## src/sctc_pkg.sv

```systemverilog
// Package for the synthesizer calibration test control register group.
package sctc_pkg;
    // Register indices on the configuration port.
    localparam logic [5:0] ADDR_GAIN_DIFF  = 6'h26;  // Gain step difference register.
    localparam logic [5:0] ADDR_ARRAY_TEST = 6'h27;  // Oscillator array test register.
    localparam logic [5:0] ADDR_CAL_CFG    = 6'h28;  // Calibration configuration register.
    localparam logic [5:0] ADDR_BIAS_TEST  = 6'h29;  // Oscillator bias test register.
    localparam logic [5:0] ADDR_PUMP_TEST  = 6'h2a;  // Charge pump test register.
    // Reset values of the whole registers.
    localparam logic [15:0] RST_GAIN_DIFF  = 16'h012a;  // Deltas 9 and 10.
    localparam logic [15:0] RST_ARRAY_TEST = 16'h0200;  // Override value 16.
    localparam logic [15:0] RST_CAL_CFG    = 16'h5002;  // Measure double, reference 4, dac 2.
    localparam logic [15:0] RST_BIAS_TEST  = 16'h0600;  // Override value 24.
    localparam logic [15:0] RST_PUMP_TEST  = 16'h82dd;  // Interval 2, currents 13.
    localparam logic [4:0]  RST_ARRAY_RES  = 5'h10;     // Array result after reset.
    localparam logic [5:0]  RST_BIAS_RES   = 6'h20;     // Bias result after reset.
    // Writable bit masks; reserved and read-only bits are zero.
    localparam logic [15:0] WMASK_GAIN  = 16'h03ff;
    localparam logic [15:0] WMASK_ARRAY = 16'h0fe0;
    localparam logic [15:0] WMASK_BIAS  = 16'h7fc0;
    // Calibration times in ns at a 125 MHz clock.
    localparam int CLK_NS       = 8;
    localparam int CAL_SHORT_NS = 37000;
    localparam int CAL_LONG_NS  = 57000;
    localparam int CAL_SHORT_CYC = CAL_SHORT_NS / CLK_NS;
    localparam int CAL_LONG_CYC  = CAL_LONG_NS / CLK_NS;
    // Settling time after an array change, normal length.
    localparam int SETTLE_CYC = 16;
    // Ramp step periods in ns.
    localparam int STEP0_NS = 250;
    localparam int STEP1_NS = 500;
    localparam int STEP2_NS = 1000;
    localparam int STEP3_NS = 4000;
    localparam int STEP0_CYC = STEP0_NS / CLK_NS;
    localparam int STEP1_CYC = STEP1_NS / CLK_NS;
    localparam int STEP2_CYC = STEP2_NS / CLK_NS;
    localparam int STEP3_CYC = STEP3_NS / CLK_NS;
    // Calibration sequencer states, Gray coded.
    typedef enum logic [1:0] {
        SCTC_IDLE   = 2'b00,
        SCTC_CAL    = 2'b01,
        SCTC_RAMP   = 2'b11
    } sctc_state_e;
    // Register write request from the configuration port.
    typedef struct packed {
        logic        wr;
        logic [5:0]  addr;
        logic [15:0] data;
    } sctc_wr_s;
    // All state of the block.
    typedef struct packed {
        logic [1:0]  rst_sync;
        sctc_state_e st;
        logic [15:0] gain;
        logic [15:0] arr;
        logic [15:0] cfg;
        logic [15:0] bias;
        logic [15:0] pump;
        logic [4:0]  arr_res;
        logic [5:0]  bias_res;
        logic [13:0] cal_cnt;
        logic [4:0]  settle_cnt;
        logic [8:0]  step_cnt;
        logic [3:0]  pump_cur;
        logic [15:0] rdata;
    } sctc_state_s;
endpackage

```

## src/sctc_ctrl.sv

```systemverilog
// Synthesizer calibration test control registers with calibration sequencer.
`timescale 1ns/100ps
module sctc_ctrl (
    input  wire logic              sys_clk_in,        // 125 MHz clock.
    input  wire logic              reset_n_in,        // Asynchronous active-low reset.
    input  wire sctc_pkg::sctc_wr_s cfg_wr_in,        // Register write request.
    input  wire logic [5:0]        cfg_raddr_in,      // Register read index.
    input  wire logic              rx_entry_in,       // Pulse on entry to receive.
    input  wire logic              tx_entry_in,       // Pulse on entry to transmit.
    input  wire logic              tx_cal_strobe_in,  // Transmit-calibrate strobe.
    input  wire logic              vco_freq_high_in,  // Comparator: oscillator above target.
    input  wire logic              bias_high_in,      // Comparator: bias above reference.
    output logic [15:0]            cfg_rdata_out,     // Read data, registered.
    output logic [4:0]             mid_to_high_gain_delta_out, // Gain delta mid to high.
    output logic [4:0]             low_to_mid_gain_delta_out,  // Gain delta low to mid.
    output logic [4:0]             osc_array_out,     // Array setting to the oscillator.
    output logic [5:0]             osc_bias_a_out,    // First bias current.
    output logic [5:0]             osc_bias_b_out,    // Second bias current or constant.
    output logic [3:0]             osc_bias_reference_out, // Bias reference code.
    output logic [1:0]             osc_bias_cal_speed_out, // Bias calibration speed.
    output logic                   tune_node_dac_select_out, // High selects the dac.
    output logic [2:0]             tune_node_dac_value_out,  // Tune dac value.
    output logic                   cal_busy_out,      // Calibration running.
    output logic                   pump_enable_out,   // Charge pump enabled.
    output logic                   pump_pulse_mask_out, // Masks detector pulses.
    output logic                   pump_force_up_out, // Force up current.
    output logic                   pump_force_down_out, // Force down current.
    output logic                   phase_det_long_delay_out, // Long reset delay.
    output logic [3:0]             pump_current_out   // Charge pump current code.
);
    sctc_pkg::sctc_state_s s_q;  // Registered state.
    sctc_pkg::sctc_state_s s_d;  // Next state.
    logic rst_n;                 // Synchronised reset.
    logic start_cal;             // Calibration start request.
    logic [13:0] cal_len;        // Total calibration length in cycles.
    logic [4:0]  settle_len;     // Settling length per array step.
    logic [8:0]  step_len;       // Ramp step length in cycles.

    // Reset is released through two flops so release is synchronous.
    // The two flops live in the state struct and are clocked by the one
    // state process below, so the struct keeps a single driver.
    // Assertion of reset stays asynchronous; only its release is timed.
    // While the second flop is still low the sequencer is held idle and
    // register writes are ignored, so software must wait two edges.
    assign rst_n = s_q.rst_sync[1];

    // Ramp interval decode shared by the ramp counter.
    // The step periods are whole clock cycles, so the shortest interval
    // is a quarter of a cycle short of its nominal length at this clock.
    // That small shortfall was accepted rather than adding a fractional
    // accumulator that would only matter for the two fastest settings.
    function automatic logic [8:0] step_cycles(input logic [1:0] sel);
        case (sel)
            2'd0:    step_cycles = 9'(sctc_pkg::STEP0_CYC);
            2'd1:    step_cycles = 9'(sctc_pkg::STEP1_CYC);
            2'd2:    step_cycles = 9'(sctc_pkg::STEP2_CYC);
            default: step_cycles = 9'(sctc_pkg::STEP3_CYC);
        endcase
    endfunction

    // Calibration starts on every entry, or rx only when tx skip is set.
    // The strobe always starts a calibration, whatever the skip bit says.
    // Entry pulses are single cycles from logic on this clock, so they
    // need no synchroniser and are read directly.
    assign start_cal = rx_entry_in | tx_cal_strobe_in
                     | (tx_entry_in & ~s_q.cfg[15]);
    assign cal_len = s_q.cfg[14] ? 14'(sctc_pkg::CAL_LONG_CYC)
                                 : 14'(sctc_pkg::CAL_SHORT_CYC);
    // The doubled settle covers slow array switching at low supply.
    // Both lengths are the last count of the window, hence the minus one.
    // Doubling the window must not overflow the five-bit settle counter.
    assign settle_len = s_q.arr[11] ? 5'(2 * sctc_pkg::SETTLE_CYC - 1)
                                    : 5'(sctc_pkg::SETTLE_CYC - 1);
    // The step length is decoded once and used by the ramp branch only.
    assign step_len = step_cycles(s_q.pump[9:8]);

    // Next-state logic: register writes, calibration and ramp.
    // Register writes come first so that a write in the same cycle as a
    // sequencer step still lands; the sequencer never changes registers.
    // Result fields are owned by the sequencer and cannot be written.
    // Only one process computes the next state, which keeps every field
    // of the struct driven from one place.
    always_comb begin
        s_d = s_q;
        // Writes mask reserved bits; software is expected to write zeros there.
        if (cfg_wr_in.wr) begin
            case (cfg_wr_in.addr)
                sctc_pkg::ADDR_GAIN_DIFF:  s_d.gain = cfg_wr_in.data & sctc_pkg::WMASK_GAIN;
                sctc_pkg::ADDR_ARRAY_TEST: s_d.arr = cfg_wr_in.data & sctc_pkg::WMASK_ARRAY;
                sctc_pkg::ADDR_CAL_CFG:    s_d.cfg = cfg_wr_in.data;
                sctc_pkg::ADDR_BIAS_TEST:  s_d.bias = cfg_wr_in.data & sctc_pkg::WMASK_BIAS;
                sctc_pkg::ADDR_PUMP_TEST:  s_d.pump = cfg_wr_in.data;
                default: ;
            endcase
        end
        case (s_q.st)
            sctc_pkg::SCTC_IDLE: begin
                // Idle waits for a start and keeps the last results.
                // The array search restarts from mid scale on a start from idle only.
                if (start_cal) begin
                    s_d.st = sctc_pkg::SCTC_CAL;
                    s_d.cal_cnt = 14'h0000;
                    s_d.settle_cnt = 5'h00;
                    s_d.arr_res = sctc_pkg::RST_ARRAY_RES;
                end
            end
            sctc_pkg::SCTC_CAL: begin
                // Calibration runs for a fixed length; starts are ignored.
                // The search is a simple one-step walk per settle window.
                // A walk is slower than a binary search but never overshoots
                // when the comparator output is noisy near the target.
                s_d.cal_cnt = s_q.cal_cnt + 14'h0001;
                // One-step walk of both results after each settle window.
                if (s_q.settle_cnt >= settle_len) begin
                    s_d.settle_cnt = 5'h00;
                    if (vco_freq_high_in && s_q.arr_res != 5'h1f) begin
                        s_d.arr_res = s_q.arr_res + 5'h01;
                    end else if (!vco_freq_high_in && s_q.arr_res != 5'h00) begin
                        s_d.arr_res = s_q.arr_res - 5'h01;
                    end
                    if (bias_high_in && s_q.bias_res != 6'h00) begin
                        s_d.bias_res = s_q.bias_res - 6'h01;
                    end else if (!bias_high_in && s_q.bias_res != 6'h3f) begin
                        s_d.bias_res = s_q.bias_res + 6'h01;
                    end
                end else begin
                    s_d.settle_cnt = s_q.settle_cnt + 5'h01;
                end
                // The last count ends the calibration and loads the ramp.
                if (s_q.cal_cnt >= cal_len - 14'h0001) begin
                    s_d.st = sctc_pkg::SCTC_RAMP;
                    s_d.pump_cur = s_q.pump[3:0];
                    s_d.step_cnt = 9'h000;
                end
            end
            sctc_pkg::SCTC_RAMP: begin
                // A new entry restarts calibration over a running ramp.
                // The ramp ends as soon as the current is at or below the
                // stop value, so a start at or below stop never steps.
                // The current then stays put until the next calibration.
                if (start_cal) begin
                    s_d.st = sctc_pkg::SCTC_CAL;
                    s_d.cal_cnt = 14'h0000;
                    s_d.settle_cnt = 5'h00;
                end else if (s_q.pump_cur <= s_q.pump[7:4]) begin
                    s_d.st = sctc_pkg::SCTC_IDLE;
                end else if (s_q.step_cnt >= step_len - 9'h001) begin
                    s_d.step_cnt = 9'h000;
                    s_d.pump_cur = s_q.pump_cur - 4'h1;
                end else begin
                    s_d.step_cnt = s_q.step_cnt + 9'h001;
                end
            end
            // An unused code falls back to idle rather than locking up.
            default: s_d.st = sctc_pkg::SCTC_IDLE;
        endcase
        // Read mux; results sit in the low bits of their registers.
        // Read data is registered, so it trails the index by one cycle.
        // Unmapped indices read zero so that the host sees no stale word.
        case (cfg_raddr_in)
            sctc_pkg::ADDR_GAIN_DIFF:  s_d.rdata = s_q.gain;
            sctc_pkg::ADDR_ARRAY_TEST: s_d.rdata = {s_q.arr[15:5], s_q.arr_res};
            sctc_pkg::ADDR_CAL_CFG:    s_d.rdata = s_q.cfg;
            sctc_pkg::ADDR_BIAS_TEST:  s_d.rdata = {s_q.bias[15:6], s_q.bias_res};
            sctc_pkg::ADDR_PUMP_TEST:  s_d.rdata = s_q.pump;
            default:                   s_d.rdata = 16'h0000;
        endcase
    end

    // State register; reset values come from the package.
    // The synchroniser flops advance in every branch but the reset one.
    // Everything else holds its reset value until the release is through.
    always_ff @(posedge sys_clk_in or negedge reset_n_in) begin
        if (!reset_n_in) begin
            s_q.rst_sync <= 2'b00;
            s_q.st <= sctc_pkg::SCTC_IDLE;
            s_q.gain <= sctc_pkg::RST_GAIN_DIFF;
            s_q.arr <= sctc_pkg::RST_ARRAY_TEST;
            s_q.cfg <= sctc_pkg::RST_CAL_CFG;
            s_q.bias <= sctc_pkg::RST_BIAS_TEST;
            s_q.pump <= sctc_pkg::RST_PUMP_TEST;
            s_q.arr_res <= sctc_pkg::RST_ARRAY_RES;
            s_q.bias_res <= sctc_pkg::RST_BIAS_RES;
            s_q.cal_cnt <= 14'h0000;
            s_q.settle_cnt <= 5'h00;
            s_q.step_cnt <= 9'h000;
            s_q.pump_cur <= sctc_pkg::RST_PUMP_TEST[3:0];
            s_q.rdata <= 16'h0000;
        end else if (!rst_n) begin
            // Release still in progress: shift the synchroniser and hold the state at idle.
            s_q.rst_sync <= {s_q.rst_sync[0], 1'b1};
            s_q.st <= sctc_pkg::SCTC_IDLE;
        end else begin
            // Normal operation: the second flop reads only the first.
            s_q.rst_sync <= {s_q.rst_sync[0], 1'b1};
            s_q.st <= s_d.st;
            s_q.gain <= s_d.gain;
            s_q.arr <= s_d.arr;
            s_q.cfg <= s_d.cfg;
            s_q.bias <= s_d.bias;
            s_q.pump <= s_d.pump;
            s_q.arr_res <= s_d.arr_res;
            s_q.bias_res <= s_d.bias_res;
            s_q.cal_cnt <= s_d.cal_cnt;
            s_q.settle_cnt <= s_d.settle_cnt;
            s_q.step_cnt <= s_d.step_cnt;
            s_q.pump_cur <= s_d.pump_cur;
            s_q.rdata <= s_d.rdata;
        end
    end

    // Outputs driven straight from registered state.
    // Selects between two registered values, a state decode and one gate are the only logic here.
    // Override enables win over the sequencer results at once, so an
    // override written mid-calibration takes effect on the next cycle.
    // The pump is held off only while calibrating with its disable set.
    // The current override bypasses the ramp but leaves it running.
    assign cfg_rdata_out = s_q.rdata;
    assign mid_to_high_gain_delta_out = s_q.gain[9:5];
    assign low_to_mid_gain_delta_out = s_q.gain[4:0];
    assign osc_array_out = s_q.arr[10] ? s_q.arr[9:5] : s_q.arr_res;
    assign osc_bias_a_out = s_q.bias[12] ? s_q.bias[11:6] : s_q.bias_res;
    assign osc_bias_b_out = s_q.cfg[9:4];
    assign osc_bias_reference_out = s_q.cfg[13:10];
    assign osc_bias_cal_speed_out = s_q.bias[14:13];
    assign tune_node_dac_select_out = s_q.cfg[3];
    assign tune_node_dac_value_out = s_q.cfg[2:0];
    assign cal_busy_out = (s_q.st == sctc_pkg::SCTC_CAL);
    assign pump_enable_out = !(cal_busy_out && s_q.pump[15]);
    assign pump_pulse_mask_out = s_q.pump[11];
    assign pump_force_up_out = s_q.pump[13];
    assign pump_force_down_out = s_q.pump[12];
    assign phase_det_long_delay_out = s_q.pump[10];
    assign pump_current_out = s_q.pump[14] ? s_q.pump[3:0] : s_q.pump_cur;
endmodule

```

## config.mk

```make
export PLATFORM = sky130hd
export DESIGN_NAME = sctc_ctrl
export DESIGN_NICKNAME = d
export VERILOG_FILES = /design/src/sctc_pkg.sv /design/src/sctc_ctrl.sv
export SDC_FILE = /design/constraint.sdc
export NUM_CORES = 1
export LEC_CHECK = 0
export ABC_AREA = 0
export BUFFER_PORTS_ARGS = -buffer_cell sky130_fd_sc_hd__buf_2
export CAP_MARGIN = 20
export CELL_PAD_IN_SITES_DETAIL_PLACEMENT = 1
export CELL_PAD_IN_SITES_GLOBAL_PLACEMENT = 2
export CORE_MARGIN = 2
export CORE_UTILIZATION = 34
export DETAILED_ROUTE_END_ITERATION = 6
export GPL_ROUTABILITY_DRIVEN = 1
export PLACE_DENSITY = 0.77
export RECOVER_POWER = 50
export SLEW_MARGIN = 25
export SYNTH_ARGS = -nofsm -noshare
export SYNTH_HDL_FRONTEND = slang
export SYNTH_SLANG_ARGS = --single-unit
export TNS_END_PERCENT = 5
```

## constraint.sdc

```tcl
create_clock -name sys_clk_in -period 2.7 [get_ports sys_clk_in]
set_clock_uncertainty 0.2 [all_clocks]
set_input_delay 0.54 -clock sys_clk_in [delete_from_list [all_inputs] [get_ports sys_clk_in]]
set_output_delay 0.54 -clock sys_clk_in [all_outputs]
set_load 0.005 [all_outputs]
```

Yosys cells after proc, flatten, opt, wreduce, memory -nomap -nowiden --
Index checks and enable logic that the tools add are counted.
Storage, ports and cells: output and inout port bits 63, logic and storage cells 116, bits of input ports 36, flip-flop bits (word level) 121
Operators by class: bitwise gates (word level) 4, reductions and logical operators 28, eq/ne operators 27, add/subtract/negate cells 10, multiplexer cells 29, $lt $le $gt $ge 4
Operators with widths (count):
- $pmux W16 S5 | 1
- $eq A6 B6 Y1 const B | 10
- $mux W13 | 3
- $pmux W19 S2 | 1
- $mux W5 | 6
- $pmux W9 S3 | 1
- $pmux W13 S2 | 1
- $reduce_and A3 Y1 | 7
- $mux W19 | 1
- $mux W6 | 3
- $add A14 B1 Y14 const B | 1
- $ge A14 B14 Y1 | 1
- $sub A13 B1 Y14 const B | 1
- $mux W12 | 1
- $mux W11 | 1
- $add A5 B1 Y5 const B | 2
- $mux W2 | 5
- $pmux W5 S2 | 1
- $reduce_and A5 Y1 | 2
- $add A9 B1 Y9 const B | 1
- $ge A9 B9 Y1 | 1
- $mux W9 | 1
- $sub A9 B1 Y9 const B | 1
- $mux W4 | 2
- other kinds (29) | 47

Depth between registers and ports, before layout --
word-level depth 8, mapped depth 11, depth with buffers taken out 10

Worst setup path after synthesis --
Ideal clock, no wire load.
path kind flip-flop to flip-flop, start reg s_q[48] (netlist name), end reg s_q[53] (netlist name), data arrival time 2.531 ns, clock period less this slack 2.806 ns, stages on the path, launching flop included 12, path buffers 1, path slack -0.106 ns, data required time 2.425 ns, path through dfrtp_1 > buf_6 > or4_4 > o31ai_4 > inv_1 > ha_1 > a211oi_1 > o21bai_1 > a21oi_1 > mux2i_1 > nand3_1 > xnor2_1
On the way: word-level cells in the longest chain between the ends 4, elaborated cells on any way between the ends 10
Ends and longest elaborated chain:
- start, declared | RTL line sctc_ctrl.sv:31 | sctc_pkg::sctc_state_s s_q;
- parallel branches: the longest is 4 deep, another holds $add A6 B1 Y6
Parallel ways; which one is timed is not known. The select of a mux whose other input is x is not followed. A chain may end at the register's enable or synchronous reset.

Worst setup path in the final report --
start reg s_q[68] (netlist name), end reg s_q[19] (netlist name)
On the way: word-level cells in the longest chain between the ends 6, elaborated cells on any way between the ends 8
Ends and longest elaborated chain:
- $eq A2 B2 Y1, or another cell as far along | RTL line sctc_ctrl.sv:53 | case (sel)
- $pmux W9 S3 (*) | RTL line sctc_ctrl.sv:53
- $sub A9 B1 Y9 (*) | RTL line sctc_ctrl.sv:147 | end else if (s_q.step_cnt >= step_len - 9'h001) begin
- $ge A9 B9 Y1 (*) | RTL line sctc_ctrl.sv:147
- $ne A2 B2 Y1 (no source line) (*)
- $reduce_and A6 Y1 (no source line) (*)
Mark *: on every way between the ends. The rest lies on a longest branch, timed or not.

==> results by group <==
Outcome
  • Outcome: complete, but fails checks
  • Failing checks: negative setup slack

Pwr
  • VDD IR max: between 0.0003 and 0.0004 V
  • P_leak: roughly 4 nW
  • Power, Total: 0.005703 W
  • PwrDens: between 600 and 700 nW/um2

Critical path
  • Critical path class: reg -> reg
  • Reg2reg path depth: 11
  • Critical Path Max Stage Delay: approximately 0.6 ns
  • Cell class contributing the biggest share of worst-path delay: compound AO/OA/AOI/OAI gates
  • Crit path DAT: 3.01 ns
  • R2R Path Start: s_q[68]
  • Crit path capture type: register
  • Number of buffers and inverters on the critical path: 2
  • Most frequent CP cell: o21ai_2
  • Critical path's slowest cell: dfstp_2
  • Crit path launch type: register
  • R2R Setup Slk: -0.17 ns
  • Worst EP required: 2.84 ns
  • Critical path origin: s_q[68]
  • Worst path cell trace: buf_6 -> ha_4 -> o21ai_2 -> ha_1 -> nand2b_4 -> a2111oi_4 -> o211ai_1 -> buf_4 -> nand2_2 -> o21ai_2 -> a221o_1
  • Worst Path Max Fanout: 4
  • Worst r2r dst: s_q[19]

CTS
  • Max Buffers Root-to-Sink: 2
  • Clock-pin slew on the worst setup and hold paths: ~0.060 ns
  • Clk Tree Root Cell: clkbuf_16
  • Clock Latency Late Sink: 0.42 ns
  • H-tree Lvls: 4
  • CTS tree: built
  • TritonCTS Buffers: 17
  • Clock Sink Count: 121

Min path
  • Min-delay worst type: reg -> reg
  • Worst Hold Launch: s_d[141]
  • Hold Crit Endpoint: rst_n
  • Hold Path Depth: 0

Placement
  • Post-DP Area: 7984 um2
  • Placer congestion estimate: 0.8129
  • IO buf count: between 90 and 100
  • Pre-CTS WS: -0.3048 ns
  • Dpl hpwl: ~16000 um
  • Placed insts: ~1000

Final layout
  • Most frequent cells in the layout: dfrtp_1, buf_2, mux2_2
  • Layout cells sized above 1: between 30% and 40%
  • Area Growth Syn to Fin: 22.71%
  • Nets: a little under 900
  • Finished Layout Cells: 1080
  • # diodes: 0
  • Final instance area: between 8000 and 9000 um2
  • Most common cell after layout, fill and taps aside: dfrtp_1

Detailed routing
  • Iter 0 DRT Violations: 244
  • Vias: approximately 5700
  • Avg WL per Cell: approximately 21 um
  • Post-Route WL: around 22000 um
  • Router iterations before antenna repair: 4
  • DRC Markers: 0
  • Post-route antenna net violation count: 0
  • Via/cell ratio: around 5.3

Logic synthesis
  • Post-synthesis sequential area ratio: ~43%
  • Synth Warn #: 0
  • Area contributors post-synth: dfrtp_1, mux2_2, dfstp_2
  • Mapped cell area: roughly 7100 um2
  • FFs w/ async S/R, synth: 100.0%
  • EDFF count, synth: 0
  • Net Count, Synth: between 700 and 800
  • Synth top area share: between 30% and 40%
  • Synth unique cells: 71
  • Top_reg_cell synth: dfrtp_1
  • Synthesized area per cell: roughly 10 um2
  • Synth Register Bits: roughly 120
  • Cell taking the most area after synthesis: dfrtp_1
  • Mapped Cells: 685

STA
  • Setup violators final: 12
  • Period utilisation layout: 106.4%
  • Period minus WS final: approximately 2.9 ns
  • Final Max Slew Viols: 0
  • Fmax: between 300 and 400 MHz
  • Slew margin rel.: between 30% and 40%
  • Final Hold Viols: 0
  • Unrepaired setup endpoints after global routing: true
  • Worst-Margin Slew: about 0.97 ns
  • Setup WS post-layout: -0.1715 ns

GRT
  • Residual overflow from global routing: 0
  • Vias in the first global route: 6463
  • Initial antenna violation count: 0
  • First-pass GRT wire length: 36140 um
  • GRT Util Overall: 21.12%
  • Largest net degree at the start of global routing: 53

Floorplanning
  • # rows: 52
  • IO Count: 99
  • DIE AREA: 22060 um2
  • Die Wd: ~150 um
  • Initial core utilization: between 30% and 40%
  • Die Y: between 100 and 150 um
  • Core Region: roughly 20000 um2

Flow run
  • Number of max-cap violations: 0
[Yosys cell counts, types with 6 or more instances]
library cell,n
a21o_1,10
a21oi_1,28
a221oi_1,12
and3_1,10
buf_2,9
buf_4,43
clkbuf_1,11
dfrtp_1,98
dfstp_2,23
ha_1,38
inv_1,27
mux2_2,61
mux2i_1,16
nand2_1,57
nand2b_1,9
nand3_1,13
nand4_1,6
nor2_1,39
o21ai_0,53
o21ai_1,14
o2bb2ai_1,6
o31ai_1,6
xnor2_1,7
xor2_1,10
[per-layer routing]
metal,global-route usage (%),wire [um],vias up,share of wire (%)
li1,-,-,2621,-
met1,28.04,10220,2927,46
met2,35.67,11060,109,49
met3,2.853,541,34,2.4
met4,7.000,534,0,2.4
met5,0,0,-,0
[report_power, final]
group | total (W) | switching (W) | internal (W)
clock network | 0.00217 | 0.000876 | 0.00129
registers | 0.00216 | 0.000165 | 0.00199
logic | 0.00138 | 0.000770 | 0.000608
[metrics by stage]
| stage | hold slack, ns | TNS [ns] | utilization [%] |
|---|---|---|---|
| 2_1_floorplan | 0.04441 | -0.03428 | - |
| 3_3_place_gp | 0.1324 | -0.5618 | 39.18 |
| 6_report | 0.1448 | -0.7590 | 42.79 |
| 3_5_place_dp | 0.1356 | -3.462 | 39.21 |
| 5_1_grt | 0.1692 | -3.978 | 42.79 |
| 4_1_cts | 0.1479 | -0.2311 | 42.91 |
[flip-flops by register name, indices dropped and copies added (netlist names), 2 cells and up]
signal                      flops
cfg_rdata_out                  16
low_to_mid_gain_delta_out       5
mid_to_high_gain_delta_out      5
osc_bias_b_out                  6
osc_bias_cal_speed_out          2
osc_bias_reference_out          4
s_q                            73
tune_node_dac_value_out         3
[layout make-up]
| class | instances | area, um2 |
|---|---|---|
| Fill cell | 2292 | 11650 |
| Multi-Input combinational cell | 472 | 3701 |
| Sequential cell | 121 | 3057 |
| Timing Repair Buffer | 158 | 948.4 |
| Clock buffer | 18 | 439.2 |
| Tap cell | 270 | 337.8 |
| Clock inverter | 14 | 125.1 |
| Inverter | 27 | 106.4 |
[logic make-up after synthesis]
family	count (synthesis)	synth area share [%]
AND/OR/NAND/NOR	176	13.14
adder cells (fa/ha/maj)	40	7.259
flip-flops	121	43.04
multiplexers	77	11.93
AO/OA/AOI/OAI	161	15.08
XOR/XNOR	17	2.097
other	1	0.05280
buffers and inverters	92	7.400
[worst max path at each step]
stage / cells past startpoint / slack [ns] / endpoint
after floorplan: 11 / -0.03 / s_q[53]
after global placement: 8 / -0.11 / s_q[19]
after detailed placement: 8 / -0.30 / s_q[19]
after CTS: 11 / -0.1 / s_q[19]
after global routing: 11 / -0.24 / s_q[19]
final: 11 / -0.17 / s_q[19]
[timing repair]
| action | CTS | global route |
|---|---|---|
| endpoints found under the setup margin | 14 | 15 |
| hold buffers | 1 | 0 |
| resized for setup | 27 | 12 |
| buffers inserted | 8 | 0 |
| endpoints found under the hold margin | 32 | 0 |
| pin swaps | 12 | 4 |
No activity file was read; power rests on OpenSTA's default activity.
